### src/rtl/rsr_pkg.sv
// Purpose: Shared constants and types for the serial register front end of the clock.
// Assumes: 50 MHz system clock; 32.768 kHz time base arrives as a pin level.
// Notes:   Command codes are the full 8-bit command bytes, bit 0 = read.
package rsr_pkg;
  // Command bytes
  localparam logic [7:0] CMD_CLK_BURST_WR = 8'h00;
  localparam logic [7:0] CMD_CLK_BURST_RD = 8'h01;
  localparam logic [7:0] CMD_SEC_WR       = 8'h02;
  localparam logic [7:0] CMD_CTRL_WR      = 8'h10;
  localparam logic [7:0] CMD_CTRL_RD      = 8'h11;
  localparam logic [7:0] CMD_STAT_RD      = 8'h19;
  localparam logic [7:0] CMD_RAM_FIRST    = 8'h3e;
  localparam logic [7:0] CMD_RAM_LAST     = 8'hfd;
  localparam logic [7:0] CMD_RAM_BURST_WR = 8'hfe;
  localparam logic [7:0] CMD_RAM_BURST_RD = 8'hff;
  // Slave ID (arbitrary value, no part identity)
  localparam logic [6:0] SLAVE_ID         = 7'h50;
  // Sizes
  localparam int RAM_DEPTH  = 96;
  localparam int CLK_REGS   = 8;
  // Clock register indices (command bits 4:1 minus one)
  localparam logic [2:0] IX_SEC = 3'd0;
  localparam logic [2:0] IX_MIN = 3'd1;
  localparam logic [2:0] IX_HR  = 3'd2;
  localparam logic [2:0] IX_DATE = 3'd3;
  localparam logic [2:0] IX_MON = 3'd4;
  localparam logic [2:0] IX_DAY = 3'd5;
  localparam logic [2:0] IX_YR  = 3'd6;
  localparam logic [2:0] IX_CTRL = 3'd7;
  // Reset values
  localparam logic [7:0] RST_SEC  = 8'h00;
  localparam logic [7:0] RST_MIN  = 8'h00;
  localparam logic [7:0] RST_HR   = 8'h00;
  localparam logic [7:0] RST_DATE = 8'h01;
  localparam logic [7:0] RST_MON  = 8'h01;
  localparam logic [7:0] RST_DAY  = 8'h01;
  localparam logic [7:0] RST_YR   = 8'h70;
  localparam logic [7:0] RST_CTRL = 8'h48;
  // Setup register fields
  localparam int B_BKP_FLASH = 0;
  localparam int B_LOW_FLASH = 1;
  localparam int B_WD_PERIOD = 2;
  localparam int B_WATCHDOG_ENABLE_BIT     = 3;
  localparam int B_RATIO     = 5;
  localparam int B_OSC_CHK   = 6;
  localparam int B_GUARD     = 7;
  // Hours fields
  localparam int B_H12 = 7;
  localparam int B_PM  = 5;
  // Time base
  localparam int XTAL_DIV = 32768;
  // Write buffer entry
  typedef struct packed {
    logic       ram;   // 1 = RAM, 0 = clock register
    logic [6:0] addr;  // RAM index or clock register index
    logic [7:0] data;
  } rsr_wr_t;
endpackage : rsr_pkg

### src/rtl/rsr_fifo.sv
// Purpose: Small synchronous FIFO with valid/ready on both sides.
// Assumes: Single clock, common enable.
// Notes:   Depth must be a power of two.
`timescale 1ns/1ns
`default_nettype none
module rsr_fifo #(
  parameter int W = 16,
  parameter int D = 16
) (
  input  wire logic         clk_in,
  input  wire logic         nrst_in,
  input  wire logic         ce_in,
  input  wire logic         in_valid_in,
  output logic              in_ready_out,
  input  wire logic [W-1:0] in_data_in,
  output logic              out_valid_out,
  input  wire logic         out_ready_in,
  output logic [W-1:0]      out_data_out,
  input  wire logic         flush_in
);
  localparam int AW = $clog2(D);
  // Elaboration check on the depth
  if (D < 2 || (1 << AW) != D) begin : g_bad_depth
    $error("rsr_fifo depth must be power of two");
  end
  logic [W-1:0] mem [D];
  logic [AW:0]  wp_reg;
  logic [AW:0]  rp_reg;
  wire full  = (wp_reg[AW] != rp_reg[AW]) && (wp_reg[AW-1:0] == rp_reg[AW-1:0]);
  wire empty = (wp_reg == rp_reg);
  wire push  = in_valid_in && !full && ce_in;
  wire pop   = out_ready_in && !empty && ce_in;
  assign in_ready_out  = !full;
  assign out_valid_out = !empty;
  assign out_data_out  = mem[rp_reg[AW-1:0]];
  // Storage
  always_ff @(posedge clk_in) begin
    if (push) mem[wp_reg[AW-1:0]] <= in_data_in;
  end
  // Pointers
  always_ff @(posedge clk_in or negedge nrst_in) begin
    if (!nrst_in) begin
      wp_reg <= '0;
      rp_reg <= '0;
    end else if (ce_in && flush_in) begin
      rp_reg <= wp_reg;
    end else begin
      if (push) wp_reg <= wp_reg + 1'b1;
      if (pop)  rp_reg <= rp_reg + 1'b1;
    end
  end
endmodule : rsr_fifo
`default_nettype wire

### src/rtl/rsr_core.sv
// Purpose: Serial-bus register front end with BCD timekeeping and scratchpad RAM.
// Assumes: SCL, SDA and 32.768 kHz time base are pins, synchronised here.
// Notes:   Writes are held in a FIFO and committed after STOP.
//
// Overview of operation
// Clock burst read returns seconds..year then setup, eight bytes as a group.
// Burst read command snapshots all seven time counters at once.
// Time writes buffer until STOP; incomplete write discards buffer.
// Buffered load never coincides with a seconds tick.
// Seconds write or clock burst write clears the sub-second divider.
// Clock burst write commits only when all eight bytes arrived.
// Master writes remaining time registers within one second.
// Weekday increments at midnight as a plain sequential code.
// Timeout starts at 1Hz edge after START; next edge returns idle.
// STOP before that edge halts timeout, waits for START.
// Setup bits D0, D1 enable 1Hz flashing of battery outputs.
// Setup D3 enables watchdog, D2 selects its period.
// Setup D5 selects internal or external battery ratio.
// Setup D6 enables oscillator failure checking.
// Write guard blocks all writes except to the setup register.
// Write guard set blocks whole clock burst write.
// Hours D7 selects 12-hour mode; D5 is PM or twenty-hour bit.
// Command 00h is clock burst write, 01h clock burst read.
// 96 RAM bytes; even 3Eh..FCh write, odd 3Fh..FDh read.
// FEh/FFh RAM burst from first location; complete bytes stored.
// RAM burst read continues to 96 bytes or master stop.
// Status D0..D3 zero; D4 alarm, D5 low battery, D6 power lost, D7 osc fail.
// Command bits 7..1 select location, bit 0 selects read.
// Mid-byte STOP drops partial RAM byte, aborts clock burst.
// Single time read latches counters at command acknowledge.
// One-second tick from 32.768 kHz; BCD counting with calendar.
`timescale 1ns/1ns
`default_nettype none
module rsr_core
  import rsr_pkg::*;
#(
  parameter int FIFO_DEPTH = 16
) (
  input  wire logic mclk_in,
  input  wire logic nrst_in,
  input  wire logic ce_in,
  input  wire logic scl_in,
  input  wire logic sda_in,
  output logic      sda_out,
  output logic      sda_oe_out,
  input  wire logic xtal_in,
  input  wire logic alarm_flag_in,
  input  wire logic low_battery_flag_in,
  input  wire logic power_lost_in,
  input  wire logic osc_failure_flag_in,
  input  wire logic backup_active_in,
  output logic      backup_active_out,
  output logic      low_battery_out,
  output logic      watchdog_enable_bit_out,
  output logic      watchdog_period_select_out,
  output logic      battery_ratio_select_out,
  output logic      osc_fail_check_enable_out
);
  // Synchronisers
  logic [1:0] scl_s;
  logic [1:0] sda_s;
  logic [1:0] xt_s;
  logic       scl_d;
  logic       sda_d;
  logic       xt_d;
  always_ff @(posedge mclk_in or negedge nrst_in) begin
    if (!nrst_in) begin
      scl_s <= 2'b11; sda_s <= 2'b11; xt_s <= 2'b00;
      scl_d <= 1'b1;  sda_d <= 1'b1;  xt_d <= 1'b0;
    end else if (ce_in) begin
      scl_s <= {scl_s[0], scl_in};
      sda_s <= {sda_s[0], sda_in};
      xt_s  <= {xt_s[0], xtal_in};
      scl_d <= scl_s[1];
      sda_d <= sda_s[1];
      xt_d  <= xt_s[1];
    end
  end
  wire scl     = scl_s[1];
  wire sda     = sda_s[1];
  wire scl_r   = scl && !scl_d;
  wire scl_f   = !scl && scl_d;
  wire start_c = scl && scl_d && sda_d && !sda;
  wire stop_c  = scl && scl_d && !sda_d && sda;
  wire xt_r    = xt_s[1] && !xt_d;

  // Timekeeping state
  logic [7:0] tk_reg [CLK_REGS];
  logic [7:0] snap_reg [CLK_REGS];
  logic [14:0] pre_reg;
  logic        clr_pre;
  wire  tick = xt_r && (pre_reg == 15'(XTAL_DIV - 1));
  wire  hz_hi = pre_reg[14];                          // 1Hz square wave
  wire  hz_r  = xt_r && (pre_reg == 15'(XTAL_DIV / 2 - 1));

  // BCD increment with wrap
  function automatic logic [7:0] bcd_inc(input logic [7:0] v, input logic [7:0] top,
                                         input logic [7:0] base);
    logic [7:0] r;
    r = v;
    if (v == top) r = base;
    else if (v[3:0] == 4'h9) r = {v[7:4] + 4'h1, 4'h0};
    else r = {v[7:4], v[3:0] + 4'h1};
    return r;
  endfunction
  logic [7:0] days_max;
  wire  [7:0] mon = tk_reg[IX_MON];
  wire  [7:0] yr  = tk_reg[IX_YR];
  wire  leap = (yr[4] ? (yr[3:0] == 4'h2 || yr[3:0] == 4'h6)
                      : (yr[3:0] == 4'h0 || yr[3:0] == 4'h4 || yr[3:0] == 4'h8));
  always_comb begin
    unique case (mon)
      8'h02:                         days_max = leap ? 8'h29 : 8'h28;
      8'h04, 8'h06, 8'h09, 8'h11:   days_max = 8'h30;
      default:                       days_max = 8'h31;
    endcase
  end
  // Hours rollover, both modes R17
  wire [7:0] hr = tk_reg[IX_HR];
  logic [7:0] hr_next;
  logic       midnight;
  always_comb begin
    midnight = 1'b0;
    if (hr[B_H12]) begin
      if (hr[4:0] == 5'h11) begin
        hr_next  = {hr[7:6], ~hr[B_PM], 5'h12};
        midnight = hr[B_PM];
      end else if (hr[4:0] == 5'h12) hr_next = {hr[7:5], 5'h01};
      else hr_next = {hr[7:5], 5'(bcd_inc({3'h0, hr[4:0]}, 8'h12, 8'h01))};
    end else begin
      midnight = (hr[5:0] == 6'h23);
      hr_next  = {2'b00, 6'(bcd_inc({2'b00, hr[5:0]}, 8'h23, 8'h00))};
    end
  end

  // Write buffer
  rsr_wr_t    wq_in;
  rsr_wr_t    wq_out;
  logic       wq_push;
  logic       wq_rdy;
  logic       wq_vld;
  logic       wq_pop;
  logic       wq_flush;
  rsr_fifo #(.W($bits(rsr_wr_t)), .D(FIFO_DEPTH)) u_wq (
    .clk_in(mclk_in), .nrst_in(nrst_in), .ce_in(ce_in),
    .in_valid_in(wq_push), .in_ready_out(wq_rdy), .in_data_in(wq_in),
    .out_valid_out(wq_vld), .out_ready_in(wq_pop), .out_data_out(wq_out),
    .flush_in(wq_flush)
  );

  // Bus engine
  typedef enum logic [2:0] {S_IDLE, S_ADDR, S_CMD, S_WDATA, S_RDATA, S_IGN} rsr_st_t;
  rsr_st_t    st_reg;
  logic [3:0] bit_reg;
  logic [7:0] sh_reg;
  logic [7:0] cmd_reg;
  logic [6:0] ptr_reg;
  logic       ack_reg;
  logic       rd_nack_reg;
  logic       commit_reg;       // frame has complete write data in queue
  logic       burst_ok_reg;     // clock burst reached eight bytes
  logic       clk_wr_reg;
  logic [1:0] to_reg;           // 0 off, 1 armed, 2 counting
  logic [7:0] rram [RAM_DEPTH];
  logic       drain_reg;
  logic       cmd_ack_reg;      // command byte ack still to come
  // The command ack fall is the latch point, not a data-byte boundary

  wire guard    = tk_reg[IX_CTRL][B_GUARD];
  wire is_cburst = (cmd_reg[7:1] == CMD_CLK_BURST_WR[7:1]);
  wire is_rburst = (cmd_reg[7:1] == CMD_RAM_BURST_WR[7:1]);
  wire is_ram   = (cmd_reg >= CMD_RAM_FIRST) && (cmd_reg <= CMD_RAM_LAST);
  wire is_clk   = (cmd_reg[7:5] == 3'b000) && (cmd_reg[4:1] >= 4'h1) && (cmd_reg[4:1] <= 4'h8);
  wire [7:0] ram_ix  = 8'((cmd_reg - CMD_RAM_FIRST) >> 1);
  wire [7:0] byte_in = {sh_reg[6:0], sda};
  // Read byte selection
  wire [7:0] sts_val = {osc_failure_flag_in, power_lost_in, low_battery_flag_in,
                        alarm_flag_in, 4'h0};
  logic [7:0] rd_val;
  always_comb begin
    rd_val = 8'h00;
    if (is_cburst) rd_val = (ptr_reg < 7'(CLK_REGS)) ? snap_reg[ptr_reg[2:0]] : 8'h00;
    else if (is_rburst) rd_val = (ptr_reg < 7'(RAM_DEPTH)) ? rram[ptr_reg] : 8'hff;
    else if (is_ram) rd_val = rram[ram_ix[6:0]];
    else if (cmd_reg == CMD_STAT_RD) rd_val = sts_val;
    else if (is_clk) rd_val = snap_reg[3'(cmd_reg[4:1] - 4'h1)];
  end
  // Destination of a written byte (R23: bits 7..1 select, bit 0 read)
  assign wq_in.ram  = is_ram || is_rburst;
  assign wq_in.addr = is_rburst ? ptr_reg : is_ram ? ram_ix[6:0] :
                      is_cburst ? ptr_reg : 7'(cmd_reg[4:1] - 4'h1);
  assign wq_in.data = byte_in;
  wire ctrl_only = !is_ram && !is_rburst && !is_cburst && (cmd_reg == CMD_CTRL_WR);
  wire wr_allow  = (!guard || ctrl_only)
                   && (is_ram || is_clk || (is_cburst && ptr_reg < 7'(CLK_REGS))
                       || (is_rburst && ptr_reg < 7'(RAM_DEPTH)));
  wire byte_done = scl_r && (bit_reg == 4'd7);
  assign wq_push = ce_in && (st_reg == S_WDATA) && byte_done && wr_allow && !drain_reg;
  wire  ack_edge = scl_f && (bit_reg == 4'd8);

  // Serial state machine
  always_ff @(posedge mclk_in or negedge nrst_in) begin
    if (!nrst_in) begin
      st_reg <= S_IDLE; bit_reg <= 4'd0; sh_reg <= 8'h00; cmd_reg <= 8'h00;
      ptr_reg <= 7'd0; ack_reg <= 1'b0; rd_nack_reg <= 1'b0;
      commit_reg <= 1'b0; burst_ok_reg <= 1'b0; clk_wr_reg <= 1'b0; to_reg <= 2'd0;
      cmd_ack_reg <= 1'b0;
    end else if (ce_in) begin
      if (start_c) begin
        st_reg <= S_ADDR; bit_reg <= 4'd0; ack_reg <= 1'b0; to_reg <= 2'd1;
        cmd_ack_reg <= 1'b0;
      end else if (stop_c) begin
        st_reg <= S_IDLE; ack_reg <= 1'b0; to_reg <= 2'd0;
        commit_reg <= commit_reg && (!is_cburst || burst_ok_reg);
      end else if (to_reg == 2'd2 && hz_r) begin
        st_reg <= S_IDLE; ack_reg <= 1'b0; to_reg <= 2'd0;
        commit_reg <= 1'b0;
      end else begin
        if (to_reg == 2'd1 && hz_r) to_reg <= 2'd2;
        if (scl_r && bit_reg < 4'd8) sh_reg <= byte_in;
        if (scl_r) bit_reg <= (bit_reg == 4'd8) ? 4'd0 : bit_reg + 4'd1;
        if (scl_f && bit_reg == 4'd8) ack_reg <= 1'b0;
        if (ack_edge) cmd_ack_reg <= 1'b0;
        if (scl_r && bit_reg == 4'd8 && st_reg == S_RDATA) rd_nack_reg <= sda;
        if (byte_done) begin
          unique case (st_reg)
            S_ADDR: begin
              st_reg  <= (byte_in[7:1] == SLAVE_ID) ? S_CMD : S_IGN;
              ack_reg <= (byte_in[7:1] == SLAVE_ID);
              rd_nack_reg <= 1'b0;
            end
            S_CMD: begin
              cmd_reg <= byte_in; ptr_reg <= 7'd0; ack_reg <= 1'b1;
              st_reg  <= byte_in[0] ? S_RDATA : S_WDATA;
              cmd_ack_reg <= 1'b1;
              commit_reg <= 1'b0; burst_ok_reg <= 1'b0; clk_wr_reg <= 1'b0;
            end
            S_WDATA: begin
              ack_reg <= wq_rdy;
              ptr_reg <= ptr_reg + 7'd1;
              if (wq_push) commit_reg <= 1'b1;
              if (wq_push && !wq_in.ram) clk_wr_reg <= 1'b1;
              if (is_cburst && ptr_reg == 7'(CLK_REGS - 1)) burst_ok_reg <= 1'b1;
            end
            default: ;
          endcase
        end
        // Read pointer steps at data-byte acks only, so byte 0 is sent first
        if (ack_edge && st_reg == S_RDATA && !cmd_ack_reg)
          ptr_reg <= ptr_reg + 7'd1;
      end
    end
  end
  // Commit and drain after STOP
  wire sec_write = clk_wr_reg && (is_cburst || cmd_reg == CMD_SEC_WR);
  assign wq_flush = ce_in && ((stop_c && !(commit_reg && (!is_cburst || burst_ok_reg)))
                    || start_c && !drain_reg);
  assign wq_pop   = drain_reg && wq_vld && !tick;
  always_ff @(posedge mclk_in or negedge nrst_in) begin
    if (!nrst_in) drain_reg <= 1'b0;
    else if (ce_in) begin
      if (st_reg == S_IDLE && commit_reg && !stop_c) drain_reg <= wq_vld;
      else if (!wq_vld) drain_reg <= 1'b0;
    end
  end
  // Ack and read-data driver, open drain
  wire rd_bit = rd_val[3'd7 - bit_reg[2:0]];
  always_ff @(posedge mclk_in or negedge nrst_in) begin
    if (!nrst_in) sda_oe_out <= 1'b0;
    else if (ce_in) begin
      if (st_reg == S_IDLE) sda_oe_out <= 1'b0;
      else if (scl_f) begin
        if (bit_reg == 4'd8) sda_oe_out <= ack_reg;
        else if (st_reg == S_RDATA && !rd_nack_reg) sda_oe_out <= !rd_bit;
        else sda_oe_out <= 1'b0;
      end
    end
  end
  assign sda_out = 1'b0;

  // Counters, snapshot, RAM writes
  logic pre_clr_req;
  always_ff @(posedge mclk_in or negedge nrst_in) begin
    if (!nrst_in) begin
      pre_reg <= '0; pre_clr_req <= 1'b0;
      tk_reg[IX_SEC] <= RST_SEC; tk_reg[IX_MIN] <= RST_MIN; tk_reg[IX_HR] <= RST_HR;
      tk_reg[IX_DATE] <= RST_DATE; tk_reg[IX_MON] <= RST_MON; tk_reg[IX_DAY] <= RST_DAY;
      tk_reg[IX_YR] <= RST_YR; tk_reg[IX_CTRL] <= RST_CTRL;
      for (int i = 0; i < CLK_REGS; i++) snap_reg[i] <= 8'h00;
    end else if (ce_in) begin
      if (pre_clr_req && !drain_reg) begin
        pre_reg <= '0; pre_clr_req <= 1'b0;
      end else if (xt_r) pre_reg <= pre_reg + 15'd1;
      // Set after clear, so a STOP in the clearing cycle is kept
      if (stop_c && sec_write && commit_reg) pre_clr_req <= 1'b1;
      if (ack_edge && cmd_ack_reg && cmd_reg[0] && (is_cburst || is_clk))
        for (int i = 0; i < CLK_REGS; i++) snap_reg[i] <= tk_reg[i];
      if (wq_pop && !wq_out.ram) tk_reg[wq_out.addr[2:0]] <= wq_out.data;
      else if (tick) begin
        tk_reg[IX_SEC] <= bcd_inc(tk_reg[IX_SEC], 8'h59, 8'h00);
        if (tk_reg[IX_SEC] == 8'h59) begin
          tk_reg[IX_MIN] <= bcd_inc(tk_reg[IX_MIN], 8'h59, 8'h00);
          if (tk_reg[IX_MIN] == 8'h59) begin
            tk_reg[IX_HR] <= hr_next;
            if (midnight) begin
              tk_reg[IX_DAY] <= bcd_inc(tk_reg[IX_DAY], 8'h07, 8'h01);
              tk_reg[IX_DATE] <= bcd_inc(tk_reg[IX_DATE], days_max, 8'h01);
              if (tk_reg[IX_DATE] == days_max) begin
                tk_reg[IX_MON] <= bcd_inc(mon, 8'h12, 8'h01);
                if (mon == 8'h12) tk_reg[IX_YR] <= bcd_inc(yr, 8'h99, 8'h00);
              end
            end
          end
        end
      end
    end
  end
  always_ff @(posedge mclk_in) begin
    if (ce_in && wq_pop && wq_out.ram) rram[wq_out.addr] <= wq_out.data;
  end

  // Setup outputs
  wire [7:0] ctl = tk_reg[IX_CTRL];
  always_ff @(posedge mclk_in or negedge nrst_in) begin
    if (!nrst_in) begin
      backup_active_out <= 1'b0; low_battery_out <= 1'b0;
      watchdog_enable_bit_out <= 1'b0; watchdog_period_select_out <= 1'b0;
      battery_ratio_select_out <= 1'b0; osc_fail_check_enable_out <= 1'b0;
    end else if (ce_in) begin
      backup_active_out <= backup_active_in && (!ctl[B_BKP_FLASH] || hz_hi);
      low_battery_out   <= low_battery_flag_in && (!ctl[B_LOW_FLASH] || hz_hi);
      watchdog_enable_bit_out    <= ctl[B_WATCHDOG_ENABLE_BIT];
      watchdog_period_select_out <= ctl[B_WD_PERIOD];
      battery_ratio_select_out   <= ctl[B_RATIO];
      osc_fail_check_enable_out  <= ctl[B_OSC_CHK];
    end
  end

  // Assertions
  a_guard_blocks_clk: assert property (@(posedge mclk_in) disable iff (!nrst_in)
    wq_push && guard |-> ctrl_only) else $error("write accepted while guarded");
  a_no_tick_load: assert property (@(posedge mclk_in) disable iff (!nrst_in)
    wq_pop |-> !tick) else $error("load collided with tick");
  a_timeout_idle: assert property (@(posedge mclk_in) disable iff (!nrst_in)
    ce_in && to_reg == 2'd2 && hz_r && !start_c && !stop_c |=> st_reg == S_IDLE)
    else $error("timeout did not idle");
  a_stop_halts: assert property (@(posedge mclk_in) disable iff (!nrst_in)
    ce_in && stop_c && !start_c |=> to_reg == 2'd0 && st_reg == S_IDLE)
    else $error("stop did not halt timeout");
  a_sda_release: assert property (@(posedge mclk_in) disable iff (!nrst_in)
    st_reg == S_IDLE && ce_in |=> !sda_oe_out) else $error("sda held in idle");
  a_status_low: assert property (@(posedge mclk_in) disable iff (!nrst_in)
    sts_val[3:0] == 4'h0) else $error("status low bits nonzero");
  a_burst_commit: assert property (@(posedge mclk_in) disable iff (!nrst_in)
    ce_in && stop_c && is_cburst && !burst_ok_reg |-> wq_flush)
    else $error("short burst not discarded");
  a_only_queue_loads: assert property (@(posedge mclk_in) disable iff (!nrst_in)
    ce_in && st_reg != S_IDLE && !drain_reg |=> $stable(tk_reg[IX_MIN]) || $past(tick))
    else $error("counter changed during frame");
  a_snap_latch: assert property (@(posedge mclk_in) disable iff (!nrst_in)
    ce_in && ack_edge && cmd_ack_reg && cmd_reg[0] && is_cburst
    |=> snap_reg[IX_SEC] == $past(tk_reg[IX_SEC])) else $error("burst snapshot missed");
  a_first_ptr: assert property (@(posedge mclk_in) disable iff (!nrst_in)
    ce_in && ack_edge && cmd_ack_reg |=> ptr_reg == 7'd0)
    else $error("pointer moved at command ack");
  a_pre_clear: assert property (@(posedge mclk_in) disable iff (!nrst_in)
    ce_in && pre_clr_req && !drain_reg |=> pre_reg == '0)
    else $error("prescaler not cleared");
endmodule : rsr_core
`default_nettype wire

### config.mk
export PLATFORM = sky130hd
export DESIGN_NAME = rsr_core
export DESIGN_NICKNAME = d
export VERILOG_FILES = /design/src/rtl/rsr_pkg.sv /design/src/rtl/rsr_fifo.sv /design/src/rtl/rsr_core.sv
export SDC_FILE = /design/constraint.sdc
export NUM_CORES = 2
export LEC_CHECK = 0
export BUFFER_PORTS_ARGS = -buffer_cell sky130_fd_sc_hd__clkbuf_2
export CORE_ASPECT_RATIO = 1.75
export CORE_MARGIN = 10
export CORE_UTILIZATION = 25
export CTS_CLUSTER_DIAMETER = 120
export CTS_CLUSTER_SIZE = 8
export DETAILED_ROUTE_END_ITERATION = 10
export SLEW_MARGIN = 10
export SYNTH_ARGS = -nofsm -noshare
export SYNTH_HDL_FRONTEND = slang
export SYNTH_SLANG_ARGS = --single-unit
### constraint.sdc
create_clock -name mclk_in -period 5.4 [get_ports mclk_in]
set_input_delay 0.27 -clock mclk_in [delete_from_list [all_inputs] [get_ports mclk_in]]
set_output_delay 0.27 -clock mclk_in [all_outputs]
set_load 0.005 [all_outputs]
# == After elaboration in Yosys (flattened, before gate mapping) ==
# Memories as Yosys holds them, arrays and structs flattened.
# Index checks and enable logic that the tools add are counted.
# totals
out_inout_bits,8
in_bits,11
n_memories,2
register_bits,208
wordCells,427
ramBits,1024
# op_classes
add_sub_neg,24
n_eq_ne,52
n_lt_le_gt_ge,12
muxes,111
reduce_logical,163
bitwise,8
# memory_table
name,depth,width,read_ports,rd_ports_with_merged_regs,write_ports,line,text
rram,96,8,2,0,1,rsr_core.sv:164,logic [7:0] rram [RAM_DEPTH];
u_wq.mem,16,16,1,0,1,rsr_fifo.sv:26,logic [W-1:0] mem [D];
# op_table
operator,n
two-way mux 8 bit,28
two-way mux 56 bit,2
bitwise mux 64 bit,1
logical AND 1 bit,62
"adder 4 x 1 -> 4 bit, second input constant",14
binary-select mux 8 bit (select 3 bit),2
two-way mux 48 bit,1
AND reduction 6 bit,7
two-way mux 40 bit,1
two-way mux 1 bit,37
"equality test 4 bit, second input constant",9
two-way mux 7 bit,5
"equality test 8 x 5 -> 1 bit, second input constant",4
two-way mux 32 bit,1
two-way mux 15 bit,2
AND reduction 7 bit,4
nonzero test 2 bit,14
demux 8 bit (select 3 bit),1
"equality test 8 x 3 -> 1 bit, second input constant",3
nonzero test 3 bit,8
zero test 1 bit,22
two-way mux 4 bit,5
two-way mux 5 bit,4
AND reduction 5 bit,4
other kinds (67),129

# == Logic depth before layout (Yosys ltp) ==
# depth
word_depth,17
mapped_depth,21
depth_no_buf,11

# == Cells and area by module ==
# A second synthesis with hierarchy kept.
# unflattened
cells_unflattened,3661
hier_area_um2,58538.6
# modules_own_cells
mod,cells_each,area_per_inst_um2,instances,seq_area_each_um2
rsr_core,3160,48002.3,1,28034.4
rsr_fifo,501,10536.4,1,7937.6

# == Worst setup path before layout ==
# Ideal clock, no wire load.
# synth_timing
path_kind,reg-to-reg
start,reg cmd_reg[1]
end,mem u_wq.mem[3][0] (enable)
t_required_ns,4.991
n_path_buf,6
setup_slack_ns,0.540
synth_period_minus_slack_ns,4.860
arrival_ns,4.451
setup_ns,0.409
path_stages_with_launch,17
cell_sequence,dfrtp_1 buf_2 buf_2 buf_1 inv_1 buf_2 buf_1 ha_1 nand2_1 o22ai_1 nand2_1 and3_1 a221oi_1 and3_1 buf_2 nand2_1 nor3_1
# synth_between
elab_chain_cells,14
word_cells_on_any_way,29
classes_between,order compare: 4; eq/ne: 2; mux: 2; reduce/logical: 21
# synth_lines
element,line,text
from (decl),rsr_core.sv:156,logic [7:0] cmd_reg;
from (signal assigned),rsr_core.sv:204,st_reg <= S_IDLE; bit_reg <= 4'd0; sh_reg <= 8'h00; cmd_reg <= 8'h00;
from (signal assigned),rsr_core.sv:233,cmd_reg <= byte_in; ptr_reg <= 7'd0; ack_reg <= 1'b1;
>= comparator 8 x 6 -> 1 bit / less-or-equal comparator 8 bit (equally long branches),rsr_core.sv:172,wire is_ram = (cmd_reg >= CMD_RAM_FIRST) && (cmd_reg <= CMD_RAM_LAST);
logical AND 1 bit,rsr_core.sv:172,
zero test 1 bit,rsr_core.sv:193,wire ctrl_only = !is_ram && !is_rburst && !is_cburst && (cmd_reg == CMD_CTRL_WR);
logical AND 1 bit (3 in series),rsr_core.sv:193,
logical OR 1 bit,rsr_core.sv:194,wire wr_allow = (!guard || ctrl_only)
logical AND 1 bit *,rsr_core.sv:195,&& (is_ram || is_clk || (is_cburst && ptr_reg < 7'(CLK_REGS))
logical AND 1 bit * (2 in series),rsr_core.sv:198,assign wq_push = ce_in && (st_reg == S_WDATA) && byte_done && wr_allow && !drain_reg;
logical AND 1 bit * (2 in series),rsr_fifo.sv:31,wire push = in_valid_in && !full && ce_in;
two-way mux 1 bit *,rsr_fifo.sv:38,if (push) mem[wp_reg[AW-1:0]] <= in_data_in;
two-way mux 1 bit (not written as such) *,rsr_fifo.sv:38,
to (decl),rsr_fifo.sv:26,
# Every way passes the cells marked *; elsewhere a longest branch is shown, timed or not.

# == Worst setup path in the final report ==
# layout_timing
start,reg u_wq.rp_reg[0]
end,mem rram[14][5] (enable)
# layout_between
elab_chain_cells,8
word_cells_on_any_way,9
classes_between,eq/ne: 1; mux: 2; reduce/logical: 5; memory: 1
# layout_lines
element,line,text
from (decl),rsr_fifo.sv:28,logic [AW:0] rp_reg;
from (signal assigned),rsr_fifo.sv:46,rp_reg <= wp_reg;
from (signal assigned),rsr_fifo.sv:49,if (pop) rp_reg <= rp_reg + 1'b1;
"parallel branches: the longest is 8 deep, another holds memory read (16 x 16 bit)",-,
to (decl),rsr_core.sv:164,
# Several ways; the timed one is not identified.

==> results by group <==
Outcome
  – Status: finished, final reports clean

Setup path
  – CP Class: flop to flop
  – Startpoint Class: flop
  – Req. time, crit path: slightly below 6 ns
  – CP endpoint kind: flop
  – Crit-path max FO: 27
  – Worst Path Arrival: approximately 5.3 ns

GRT
  – Largest net degree at the start of global routing: 104
  – All-layer global routing usage: 15.6%
  – Initial antenna violation count: 6
  – First-pass GRT wire length: 285 mm
  – Vias in the first global route: 37.4k
  – Gr ovfl total: 0

Timing
  – Final WS setup: between 0.5 and 0.6 ns
  – FMAX: 0.205 GHz
  – Worst Tran Pin Value: approximately 1.4 ns
  – Worst Skew: about 0.068 ns
  – Total negative setup slack: 0 ns
  – Final Slew Violations: 0
  – RSZ-0062 raised after global routing: false
  – Final setup viols: 0
  – Max-slew headroom: slightly below 9%
  – Post-route clock period utilization: 90.2%
  – Final hold viol count: 0
  – Final min period: roughly 4.9 ns
  – Hold_ws: approximately 0.055 ns

Clocking
  – Sink Count: 1,232
  – Clock buffer depth: 4
  – Worst skew pair latency: about 0.83 ns
  – Post-CTS setup repair buffer count: 0
  – Root Buffer: clkbuf_16
  – CTS Hold Buffers Added: 6
  – CTS tree: yes
  – TritonCTS Buffers: 179
  – Clock transition at path regs: 0.05 ns
  – Resized Gates After CTS: 0
  – H-tree levels: 4

Power and ir drop
  – Worst VDD drop: roughly 0.53 mV
  – Sw frac: between 20% and 30%
  – P_leak: 21.6 nW
  – Combinational power share: between 10% and 20%
  – Flop pwr share: a little under half
  – Power density cells: 399 mW/mm^2
  – Internal power: 19.3 mW
  – Clock Power Share: ~37%
  – P_sw: approximately 7.7 mW

Cells and area
  – Fillers: around 23k
  – Post-layout util: 29.3%
  – Max FFs per register: 768
  – P&R area growth vs syn: 16.6%
  – Layout cell share with drive strength beyond 1: about 27%
  – Nets: 3,819

Floorplan
  – Die W: about 380 um
  – # IOs: 19
  – Initial Util: about a quarter
  – Die Footprint: 0.253 mm^2
  – CORE AREA: between 0.2 and 0.25 mm^2
  – Die Span Y: 657 um
  – Placement Rows: 233

Yosys
  – Yosys reg bits: 1,232
  – Adder-cell area share of the yosys netlist: less than 1%
  – Top FF cell, synth: edfxtp_1
  – EDFF count, synth: between 1k and 1.5k
  – Post-Synth XOR/XNOR Area: 0.634%
  – Mapped cell area: 0.0580 mm^2
  – Cell taking the most area after synthesis: edfxtp_1
  – Commonest cells post-synth: edfxtp_1, mux4_2, nand2_1, nor2_1, dfrtp_1
  – Top-area cell type share of the netlist area: between 50% and 60%
  – Compound-Gate Fraction of Synth Area: under 10%
  – Async set-reset flop share out of synthesis: about 17%
  – Count leader, synth: edfxtp_1
  – Largest family of logic cells by synthesized area: multiplexers
  – Synth top area cells: edfxtp_1, mux4_2, dfrtp_1, nand2_1, mux2i_1
  – Library cells used by synthesis: 85
  – Mean Syn Cell Area: 16.2 um^2
  – Mapped Nets: between 3k and 4k
  – Ys Warns: 0
  – Seq/Total Area, Yosys: around 62%
  – Post-synthesis simple-gate area fraction: between 6 and 7%
  – Cells after Synth: between 3k and 4k
  – Mux contribution to synthesized area: ~22%

Route
  – First DRT Iteration DRCs: roughly 3.8k
  – Via density: roughly 5.3
  – # DRC: 0
  – Post-Route WL: 202 mm
  – Drt first pass iters: 8
  – Post-route ant nets: 0
  – Routed wire length per instance: between 20 and 30 um
  – Via count: 36.3k

Place
  – GP Congestion: 0.997
  – Dpl hpwl: ~140 mm
  – Pre-CTS WS: ~0.79 ns
  – Port Buffers: 17

Run
  – MaxCap Viol Count: 0

Min path
  – Worst Hold Class: input pin to async pin
worst max-delay path, cell delays in order (launching register included):
cell	delay (ns)
dfrtp_4	0.70
buf_4	0.55
mux4_2	0.58
mux4_2	0.56
nor2b_1	0.72
nand2_1	0.53
nor2_1	0.81
path summary, 6_finish.rpt:
kind                                           to  slack [ns]                       start  cells past startpoint
max                         rram[14][5]$_DFFE_PP_        0.53  u_wq.rp_reg[0]$_DFFE_PN0P_                      6
min                            mon[3]$_DFFE_PN0P_        0.05                     nrst_in                      2
max reg2reg                 rram[14][5]$_DFFE_PP_        0.53  u_wq.rp_reg[0]$_DFFE_PN0P_                      6
min reg2reg                  sda_s[1]$_DFFE_PN1P_        0.49        sda_s[0]$_DFFE_PN1P_                      2
max in group asynchronous  tk_reg[57]$_DFFE_PN0P_        3.91                     nrst_in                      3
min in group mclk_in       sda_oe_out$_DFFE_PN0P_        0.13               alarm_flag_in                      6
final cells by class:
type | count | area [um^2] | share of cell area [%]
Sequential cell | 1232 | 36000 | 53.2
Multi-Input combinational cell | 2064 | 20800 | 30.7
Clock buffer | 222 | 4700 | 6.95
Tap cell | 3055 | 3820 | 5.65
Timing Repair Buffer | 246 | 2050 | 3.03
Inverter | 52 | 196 | 0.290
Clock inverter | 4 | 71.3 | 0.105
Antenna cell | 4 | 10.0 | 0.0148
kinds of logic after synthesis:
| logic type | Yosys count |
|---|---|
| xor+xnor | 42 |
| flops | 1232 |
| simple gates | 838 |
| other cells | 1 |
| mux | 672 |
| fa+ha+maj | 33 |
| compound gates | 478 |
| buf+inv | 286 |
layer usage:
metal  vias up  wire (um)  part of all wire (%)  GRT usage [%]
li1      14800          -                     -              -
met1     19000      62500                    31           15.0
met3       662      11600                   5.7           2.34
met4         2      21900                    11           14.0
met5         -         20                0.0099              0
met2      1838     106000                    53           28.4
power by group through the flow:
stage                     Combinational (mW)  Sequential, mW  Clock [mW]
after CTS                               4.19            12.8        10.2
after global placement                  4.09            13.0           0
final                                   4.18            12.8        10.0
after floorplan                         2.17            12.7           0
after detailed placement                4.20            13.0           0
after global routing                    4.39            12.8        10.5
metrics by stage:
stage,power [mW],cell area (um^2),instances
after floorplan,14.9,58000,3582
after global placement,17.0,62800,6642
after detailed placement,17.2,62800,6643
after CTS,27.2,67600,6875
after global routing,27.7,67600,6876
final,27.0,67600,6879
placed cells by master, fill, tap and decap left out, drive strengths merged, types with 8 or more instances in the layout:
cell type,count
edfxtp,1024
mux4,484
nand2,322
clkbuf,238
buf,224
nor2,218
dfrtp,194
o21ai,165
mux2i,106
nand3,94
mux2,82
a21oi,74
inv,48
ha,33
nor3,33
and3,32
o22ai,27
a31oi,27
o221ai,27
nand4,27
xnor2,25
nor2b,23
xor2,17
and2,17
nand2b,16
a22oi,15
o32a,15
dfstp,14
a32oi,13
a211oi,13
or3,11
o211ai,10
a22o,10
nor3b,8
a221oi,8
clkinv,8
(Power assumes the default switching activity.)
